[src/design/mrch_pkg.sv]
// constants, types and helpers shared by the register command handler
package mrch_pkg;
  localparam int REG_COUNT = 16;
  localparam int ADDR_W = 4;
  localparam int LW_COUNT = REG_COUNT / 4;
  localparam logic [7:0] REG_RESET = 8'h00;
  localparam logic [7:0] GROUP_ID = 8'h00;
  localparam logic [7:0] DEV_LOCAL = 8'h00;
  localparam logic [7:0] BIT_MAX = 8'h07;
  localparam logic [2:0] BUF_MAX = 3'h7;
  localparam logic [2:0] LEN_BYTE = 3'h3;
  localparam logic [2:0] LEN_BIT = 3'h4;
  localparam logic [2:0] LEN_LONG = 3'h7;
  localparam logic [2:0] RSP_SHORT = 3'h2;
  localparam logic [2:0] RSP_BYTE = 3'h3;
  localparam logic [2:0] RSP_LONG = 3'h6;
  // command codes
  localparam logic [7:0] CMD_READ = 8'h01;
  localparam logic [7:0] CMD_WRITE = 8'h02;
  localparam logic [7:0] CMD_SET = 8'h03;
  localparam logic [7:0] CMD_CLR = 8'h04;
  localparam logic [7:0] CMD_PLO = 8'h05;
  localparam logic [7:0] CMD_PHI = 8'h06;
  localparam logic [7:0] CMD_LREAD = 8'h07;
  // completion codes
  localparam logic [7:0] CC_OK = 8'h00;
  localparam logic [7:0] CC_BAD_CMD = 8'hC1;
  localparam logic [7:0] CC_BAD_LEN = 8'hC7;
  localparam logic [7:0] CC_RANGE = 8'hC9;
  localparam logic [7:0] CC_BAD_FIELD = 8'hCC;
  // pulse width
  localparam int CLK_PERIOD_NS = 5;
  localparam int PULSE_NS = 100;
  localparam int PULSE_CYC = (PULSE_NS + CLK_PERIOD_NS - 1) / CLK_PERIOD_NS;

  typedef enum logic [2:0] {
    ST_IDLE = 3'h0,
    ST_RECV = 3'h1,
    ST_CHECK = 3'h3,
    ST_RDADR = 3'h2,
    ST_RDCAP = 3'h6,
    ST_WRITE = 3'h7,
    ST_PULSE = 3'h5,
    ST_RESP = 3'h4
  } mrch_state_type;

  function automatic logic [7:0] bit_mask(input logic [7:0] idx);
    bit_mask = 8'h01 << idx[2:0];
  endfunction

  function automatic logic [7:0] reg_byte(input logic [REG_COUNT*8-1:0] regs,
                                          input logic [ADDR_W-1:0] addr);
    reg_byte = regs[addr*8 +: 8];
  endfunction
endpackage

[src/design/mrch_regfile.sv]
// byte-wide register array with registered read port and parallel view
module mrch_regfile (
  input wire logic ref_clk_i,
  input wire logic rst_n_i,
  input wire logic we_i,
  input wire logic [mrch_pkg::ADDR_W-1:0] waddr_i,
  input wire logic [7:0] wdata_i,
  input wire logic [mrch_pkg::ADDR_W-1:0] raddr_i,
  output logic [7:0] rdata_o,
  output logic [mrch_pkg::REG_COUNT*8-1:0] regs_o
);
  typedef struct packed {
    logic [mrch_pkg::REG_COUNT-1:0][7:0] mem;
    logic [7:0] rdata;
  } mrch_rf_type;

  mrch_rf_type s_r;
  mrch_rf_type s_nxt;

  always_comb begin
    s_nxt = s_r;
    s_nxt.rdata = s_r.mem[raddr_i];
    if (we_i) begin
      s_nxt.mem[waddr_i] = wdata_i;
    end
  end

  always_ff @(posedge ref_clk_i) begin
    if (!rst_n_i) begin
      s_r <= {{mrch_pkg::REG_COUNT{mrch_pkg::REG_RESET}}, 8'h00};
    end else begin
      s_r <= s_nxt;
    end
  end

  assign rdata_o = s_r.rdata;
  assign regs_o = s_r.mem;
endmodule // mrch_regfile

[src/design/mrch_cmd_handler.sv]
// management message decoder that reads and modifies the byte registers

// Overview of operation
// (RL1) requests lead 0x00 0x00; responses lead code, 0x00
// (RL2) read returns register named by byte 3
// (RL3) write stores byte 4 into register byte 3
// (RL4) set-bit sets indexed bit, others unchanged
// (RL5) clear-bit clears indexed bit, others unchanged
// (RL6) pulse-low drives bit low briefly, then high
// (RL7) pulse-high drives bit high briefly, then low
// (RL8) long read: device, 32-bit number; LSB first reply
// (RL9) bad register, device or bit: error, no change
module mrch_cmd_handler (
  input wire logic ref_clk_i,
  input wire logic rst_n_i,
  input wire logic req_valid_i,
  input wire logic [7:0] req_cmd_i,
  input wire logic [7:0] req_data_i,
  input wire logic req_last_i,
  output logic req_ready_o,
  output logic rsp_valid_o,
  output logic [7:0] rsp_data_o,
  output logic rsp_last_o,
  input wire logic rsp_ready_i,
  output logic [mrch_pkg::REG_COUNT*8-1:0] regs_o
);
  typedef struct packed {
    mrch_pkg::mrch_state_type st;
    logic [7:0] cmd;
    logic [6:0][7:0] rq;
    logic [2:0] len;
    logic [7:0] cc;
    logic [3:0][7:0] lw;
    logic [7:0] cnt;
    logic pdone;
    logic [2:0] idx;
    logic [2:0] nrsp;
    logic [7:0] rsp_data;
    logic rsp_last;
  } mrch_ctl_type;

  mrch_ctl_type s_r;
  mrch_ctl_type s_nxt;
  logic mem_we;
  logic [mrch_pkg::ADDR_W-1:0] mem_waddr;
  logic [mrch_pkg::ADDR_W-1:0] mem_raddr;
  logic [7:0] mem_rdata;
  logic [7:0] mask;
  logic [31:0] lnum;
  logic [2:0] need;

  function automatic logic [7:0] resp_byte(input logic [2:0] idx, input logic [7:0] cc,
                                           input logic [3:0][7:0] lw);
    if (idx == 3'h0) begin
      resp_byte = cc;
    end else if (idx == 3'h1) begin
      resp_byte = mrch_pkg::GROUP_ID;
    end else begin
      resp_byte = lw[2'(idx - 3'h2)];
    end
  endfunction

  assign mask = mrch_pkg::bit_mask(s_r.rq[3]);
  // register number arrives most significant byte first
  assign lnum = {s_r.rq[3], s_r.rq[4], s_r.rq[5], s_r.rq[6]};
  assign mem_waddr = s_r.rq[2][mrch_pkg::ADDR_W-1:0];
  assign mem_raddr = (s_r.cmd == mrch_pkg::CMD_LREAD) ? {s_r.rq[6][1:0], s_r.cnt[1:0]}
                                                      : s_r.rq[2][mrch_pkg::ADDR_W-1:0];

  always_comb begin
    s_nxt = s_r;
    mem_we = 1'b0;
    need = mrch_pkg::LEN_BIT;
    if (s_r.cmd == mrch_pkg::CMD_READ) begin
      need = mrch_pkg::LEN_BYTE;
    end else if (s_r.cmd == mrch_pkg::CMD_LREAD) begin
      need = mrch_pkg::LEN_LONG;
    end
    case (s_r.st)
      mrch_pkg::ST_IDLE: begin
        if (req_valid_i) begin
          s_nxt.cmd = req_cmd_i;
          s_nxt.rq[0] = req_data_i;
          s_nxt.len = 3'h1;
          s_nxt.st = req_last_i ? mrch_pkg::ST_CHECK : mrch_pkg::ST_RECV;
        end
      end
      mrch_pkg::ST_RECV: begin
        // bytes past the longest request are dropped, not refused
        if (req_valid_i) begin
          if (s_r.len < mrch_pkg::BUF_MAX) begin
            s_nxt.rq[s_r.len] = req_data_i;
            s_nxt.len = s_r.len + 3'h1;
          end
          if (req_last_i) begin
            s_nxt.st = mrch_pkg::ST_CHECK;
          end
        end
      end
      mrch_pkg::ST_CHECK: begin
        s_nxt.cc = mrch_pkg::CC_OK;
        s_nxt.cnt = 8'h00;
        s_nxt.lw = '0;
        if (s_r.len < 3'h2 || s_r.rq[0] != mrch_pkg::GROUP_ID
            || s_r.rq[1] != mrch_pkg::GROUP_ID) begin
          s_nxt.cc = mrch_pkg::CC_BAD_FIELD; // [RL1]
        end else if (s_r.cmd < mrch_pkg::CMD_READ || s_r.cmd > mrch_pkg::CMD_LREAD) begin
          s_nxt.cc = mrch_pkg::CC_BAD_CMD;
        end else if (s_r.len < need) begin
          s_nxt.cc = mrch_pkg::CC_BAD_LEN;
        end else if (s_r.cmd == mrch_pkg::CMD_LREAD) begin
          if (s_r.rq[2] != mrch_pkg::DEV_LOCAL || lnum >= 32'(mrch_pkg::LW_COUNT)) begin
            s_nxt.cc = mrch_pkg::CC_RANGE; // [RL9]
          end
        end else if (s_r.rq[2] >= 8'(mrch_pkg::REG_COUNT)) begin
          s_nxt.cc = mrch_pkg::CC_RANGE; // [RL9]
        end else if (s_r.cmd != mrch_pkg::CMD_READ && s_r.cmd != mrch_pkg::CMD_WRITE
                     && s_r.rq[3] > mrch_pkg::BIT_MAX) begin
          s_nxt.cc = mrch_pkg::CC_RANGE; // [RL9]
        end
        s_nxt.nrsp = mrch_pkg::RSP_SHORT;
        if (s_nxt.cc != mrch_pkg::CC_OK) begin
          s_nxt.st = mrch_pkg::ST_RESP;
        end else if (s_r.cmd == mrch_pkg::CMD_WRITE) begin
          s_nxt.lw[0] = s_r.rq[3]; // [RL3]
          s_nxt.pdone = 1'b0;
          s_nxt.st = mrch_pkg::ST_WRITE;
        end else begin
          if (s_r.cmd == mrch_pkg::CMD_READ) begin
            s_nxt.nrsp = mrch_pkg::RSP_BYTE; // [RL2]
          end else if (s_r.cmd == mrch_pkg::CMD_LREAD) begin
            s_nxt.nrsp = mrch_pkg::RSP_LONG; // [RL8]
          end
          s_nxt.st = mrch_pkg::ST_RDADR;
        end
        s_nxt.idx = 3'h0;
        s_nxt.rsp_data = s_nxt.cc; // [RL1]
        s_nxt.rsp_last = 1'b0;
      end
      mrch_pkg::ST_RDADR: begin
        s_nxt.st = mrch_pkg::ST_RDCAP;
      end
      mrch_pkg::ST_RDCAP: begin
        s_nxt.pdone = 1'b0;
        s_nxt.st = mrch_pkg::ST_WRITE;
        case (s_r.cmd)
          mrch_pkg::CMD_SET: s_nxt.lw[0] = mem_rdata | mask; // [RL4]
          mrch_pkg::CMD_CLR: s_nxt.lw[0] = mem_rdata & ~mask; // [RL5]
          mrch_pkg::CMD_PLO: s_nxt.lw[0] = mem_rdata & ~mask; // [RL6]
          mrch_pkg::CMD_PHI: s_nxt.lw[0] = mem_rdata | mask; // [RL7]
          default: begin
            // reply bytes fill least significant first
            s_nxt.lw[s_r.cnt[1:0]] = mem_rdata; // [RL2] [RL8]
            if (s_r.cmd == mrch_pkg::CMD_LREAD && s_r.cnt != 8'h03) begin
              s_nxt.cnt = s_r.cnt + 8'h01;
              s_nxt.st = mrch_pkg::ST_RDADR;
            end else begin
              s_nxt.st = mrch_pkg::ST_RESP;
            end
          end
        endcase
      end
      mrch_pkg::ST_WRITE: begin
        mem_we = 1'b1; // [RL3]
        s_nxt.cnt = 8'h00;
        if ((s_r.cmd == mrch_pkg::CMD_PLO || s_r.cmd == mrch_pkg::CMD_PHI) && !s_r.pdone) begin
          s_nxt.st = mrch_pkg::ST_PULSE;
        end else begin
          s_nxt.st = mrch_pkg::ST_RESP;
        end
      end
      mrch_pkg::ST_PULSE: begin
        // answer is held back until the bit is restored, so a reply means done
        // the restoring write costs one more cycle, so the count stops one short
        if (s_r.cnt == 8'(mrch_pkg::PULSE_CYC - 2)) begin
          s_nxt.lw[0] = s_r.lw[0] ^ mask; // [RL6] [RL7]
          s_nxt.pdone = 1'b1;
          s_nxt.st = mrch_pkg::ST_WRITE;
        end else begin
          s_nxt.cnt = s_r.cnt + 8'h01;
        end
      end
      mrch_pkg::ST_RESP: begin
        if (rsp_ready_i) begin
          if (s_r.rsp_last) begin
            s_nxt.st = mrch_pkg::ST_IDLE;
          end else begin
            s_nxt.idx = s_r.idx + 3'h1;
            s_nxt.rsp_data = resp_byte(s_nxt.idx, s_r.cc, s_r.lw); // [RL1]
            s_nxt.rsp_last = (s_nxt.idx == s_r.nrsp - 3'h1);
          end
        end
      end
      default: s_nxt.st = mrch_pkg::ST_IDLE;
    endcase
  end

  always_ff @(posedge ref_clk_i) begin
    if (!rst_n_i) begin
      s_r <= '0;
    end else begin
      s_r <= s_nxt;
    end
  end

  mrch_regfile u_regs (
    .ref_clk_i(ref_clk_i),
    .rst_n_i(rst_n_i),
    .we_i(mem_we),
    .waddr_i(mem_waddr),
    .wdata_i(s_r.lw[0]),
    .raddr_i(mem_raddr),
    .rdata_o(mem_rdata),
    .regs_o(regs_o)
  );

  assign req_ready_o = (s_r.st == mrch_pkg::ST_IDLE) || (s_r.st == mrch_pkg::ST_RECV);
  assign rsp_valid_o = (s_r.st == mrch_pkg::ST_RESP);
  assign rsp_data_o = s_r.rsp_data;
  assign rsp_last_o = s_r.rsp_last;
endmodule // mrch_cmd_handler

[config.mk]
export PLATFORM = sky130hd
export DESIGN_NAME = mrch_cmd_handler
export DESIGN_NICKNAME = d
export VERILOG_FILES = /design/src/design/mrch_pkg.sv /design/src/design/mrch_regfile.sv /design/src/design/mrch_cmd_handler.sv
export SDC_FILE = /design/constraint.sdc
export NUM_CORES = 1
export LEC_CHECK = 0
export ABC_AREA = 1
export ABC_CLOCK_PERIOD_IN_PS = 2500
export BUFFER_PORTS_ARGS = -buffer_cell sky130_fd_sc_hd__buf_2
export CAP_MARGIN = 20
export CORE_MARGIN = 1
export CORE_UTILIZATION = 51
export CTS_CLUSTER_DIAMETER = 150
export DETAILED_ROUTE_END_ITERATION = 7
export GPL_ROUTABILITY_DRIVEN = 0
export PLACE_DENSITY = 0.78
export SETUP_SLACK_MARGIN = 0.15
export SLEW_MARGIN = 20
export SYNTH_ARGS = -nofsm -noshare
export SYNTH_HDL_FRONTEND = slang
export SYNTH_SLANG_ARGS = --single-unit
[constraint.sdc]
create_clock -name ref_clk_i -period 2.5 [get_ports ref_clk_i]
set_input_delay 0.25 -clock ref_clk_i [delete_from_list [all_inputs] [get_ports ref_clk_i]]
set_output_delay 0.25 -clock ref_clk_i [all_outputs]
set_load 0.02 [all_outputs]
==> flow_summary.yaml <==
status:
  status: "finished, final reports clean"
synth:
  synthTopCellsByArea: "dfxtp_1 (44%), o21ai_0 (12%), a21oi_1 (10%)"
  syn_area_per_cell_um2: 7.29
  synthCells: 1682
  yosysSeqAreaShare_pct: 43.6
  ys.flop_type: "dfxtp_1"
  syn_nets: 1714
  synth_edf_count: 0
  ys_seq_elements: 267
  syn_area_um2: 12300
  yosys.area.top_type: "dfxtp_1"
  synth_cell_types: 48
  synth_top_cell_area_share_pct: 43.6
  async_flop_share_pct: 0
  yosysWarnings: 0
grt:
  grt_pass1_vias: 11384
  grt_use_total_pct: 30.7
  grt_pass1_wl_um: 60400
  antenna_found_initial: 0
  grt_max_degree: 177
  grt.overflow.total: 0
worst_setup_path:
  arrival_ns: 2.65
  worstSetupEndpointType: "register"
  cp_cell_sequence: "inv_2 > nand2_2 > nor2_2 > nand2_4 > nand2_1 > inv_1 > ha_1 > nand3_1 > nand2_2 > nand3_4 > buf_4 > nor2_2 > nand2_1 > o31ai_1"
  critical_path_required_ns: 2.94
  slowest_stage: "dfxtp_1"
  worstSetupPathType: "register to register"
  cp_max_fo: 8
  start_kind: "register"
  slowest_delay_ns: 0.32
job:
  cap_violations: 0
layout:
  diodes: 0
  utilization_pct: 61.1
  drive_gt1_share_pct: 16.7
  syn_to_final_growth_pct: 17.2
  nNetsFinal: 1853
power:
  p_total_mw: 9.52
  peakVddDrop_v: 0.000473
  powerDensity_nw_per_um2: 662
  power.leakage_nw: 6.30
floorplanning:
  chipWidth_um: 157
  std_cell_rows: 56
  die-area_um2: 24700
  start_util_pct: 52.1
  design.core.area_um2: 23500
  die_h_um: 157
  boundaryPins: 160
clock_tree:
  cts_tree: "yes"
  root_buffer: "clkbuf_16"
  clk_pin_slew_ns: 0.06
  clock-sinks: 267
  clockBufferDepth: 3
  clock_latency_ns: 0.54
  cts_buffers: 28
  htree_num_levels: 1
sta:
  rsz0062_at_grt: "false"
  tns_ns: 0
  timing.fmax_mhz: 453
  worst_pin_slew_ns: 0.733
  final-setup-viol-count: 0
  fin_worst_skew_ns: 0.0167
  fin_crit_ns: 2.21
  finalHoldViolCount: 0
  finalCritPeriodShare_pct: 88.3
  hold-worst-slack_ns: 0.0233
  relSlewSlack_pct: 50.8
  maxSlewViolCount: 0
route:
  antenna_left: 0
  first_pass_iters: 6
  viasPerCell: 5.79
  dr_total_vias: 12528
  dr.first_iter.drc_count: 1360
  wire_per_inst_um: 17.7
  drc: 0
  routed_wl_um: 38300
min_path:
  hold_class: "input port to register"
placement:
  io_buffers: 159
  dpl.hpwl_um: 26600
## metrics by stage
stage | instance area [um^2] | setup WS, ns | cells
2_1_floorplan | 12300 | 0.349 | 1682
3_3_place_gp | 13200 | 0.350 | 2091
3_5_place_dp | 13200 | 0.297 | 2091
4_1_cts | 14200 | 0.276 | 2149
5_1_grt | 14400 | 0.167 | 2162
6_report | 14400 | 0.293 | 2162
## area by class of cell
| type | count | area [um^2] |
|---|---|---|
| Timing Repair Buffer | 206 | 1250 |
| Multi-Input combinational cell | 1165 | 5890 |
| Clock inverter | 13 | 110 |
| Fill cell | 2139 | 9170 |
| Inverter | 153 | 577 |
| Clock buffer | 39 | 803 |
| Tap cell | 319 | 399 |
| Sequential cell | 267 | 5350 |
## sequential cells by signal, summed over array words and instances, names as in the netlist
name            cells
s_r                86
lnum               32
mem_waddr           4
rsp_last_o          1
u_regs.rdata_o      8
rsp_data_o          8
u_regs.regs_o     128
## power breakdown
| part | leakage (nW) | internal, mW | switching [mW] |
|---|---|---|---|
| registers | 2.16 | 4.35 | 0.0831 |
| clock network | 0.442 | 2.36 | 1.73 |
| logic | 3.70 | 0.304 | 0.699 |
| total | 6.30 | 7.01 | 2.52 |
## worst max-delay path: cells and delay by family (launching register included)
family	cells	cell delay (ns)
buffers and inverters	3	0.30
AOI/OAI and AO/OA	1	0.22
adders and majority gates	1	0.27
DFF	1	0.32
and+or+nand+nor	9	1.02
## routing by layer
layer / routed length, um / global-route usage (%)
met5: 0 / 0
met3: 3760 / 5.31
met2: 17100 / 49.2
met1: 15800 / 40.9
met4: 1690 / 12.9
## cells in the final DEF (no fill, tap or decap), drive strengths merged
master | synthesis | final
a211oi | 5 | 5
o22ai | 6 | 6
nand3 | 80 | 80
o21a | 1 | 1
xor2 | 2 | 2
inv | 145 | 146
nor4 | 2 | 2
a21oi | 246 | 246
nand2 | 218 | 218
clkbuf | 50 | 39
xnor2 | 1 | 1
dfxtp | 267 | 267
clkinv | 8 | 15
clkinvlp | 0 | 4
a31oi | 5 | 5
o21ai | 323 | 323
and3 | 1 | 1
dlygate4sd3 | 0 | 6
a311oi | 1 | 1
bufinv | 0 | 1
o31ai | 1 | 1
ha | 11 | 11
nand3b | 1 | 1
buf | 47 | 200
nor3 | 24 | 24
or2 | 1 | 1
o211ai | 26 | 26
a22o | 2 | 2
a2111oi | 1 | 1
a32o | 1 | 1
nor2 | 169 | 169
nand4 | 13 | 13
a22oi | 1 | 1
a221o | 2 | 2
o21bai | 21 | 21
## synth_stat cells (all sizes together), types with 2 or more instances
library cell	count
a31oi	5
buf	47
a221o	2
inv	145
ha	11
o211ai	26
nor4	2
o21ai	323
nand2	218
o22ai	6
xor2	2
clkbuf	50
clkinv	8
a21oi	246
nand3	80
nor3	24
a22o	2
nor2	169
nand4	13
o21bai	21
dfxtp	267
a211oi	5
## path summary, 6_finish.rpt
kind	startpoint	end	slack (ns)	cells past startpoint
max reg2reg	s_r[126]$_SDFFE_PN0P_	s_r[11]$_SDFFE_PN0P_	0.29	14
min reg2reg	lnum[17]$_SDFFE_PN0P_	lnum[17]$_SDFFE_PN0P_	0.44	2
min	req_cmd_i[1]	s_r[124]$_SDFFE_PN0P_	0.02	3
max	s_r[126]$_SDFFE_PN0P_	s_r[11]$_SDFFE_PN0P_	0.29	14
## cells by family after synthesis
| kind of cell | count (synthesis) | synth area share [%] |
|---|---|---|
| and+or+nand+nor | 509 | 18.6 |
| xor gates and xnor gates | 3 | 0.214 |
| adders and majority gates | 11 | 1.12 |
| DFF | 267 | 43.6 |
| AOI/OAI and AO/OA | 642 | 27.8 |
| buffers and inverters | 250 | 8.67 |
## timing repair
item | in CTS | in global routing
hold buffers | 6 | 0
buffers inserted | 0 | 13
gates resized for setup | 0 | 11
hold endpoints to repair | 6 | 0
setup endpoints to repair | 0 | 32
Note: power is estimated with default switching activity, not from simulation.
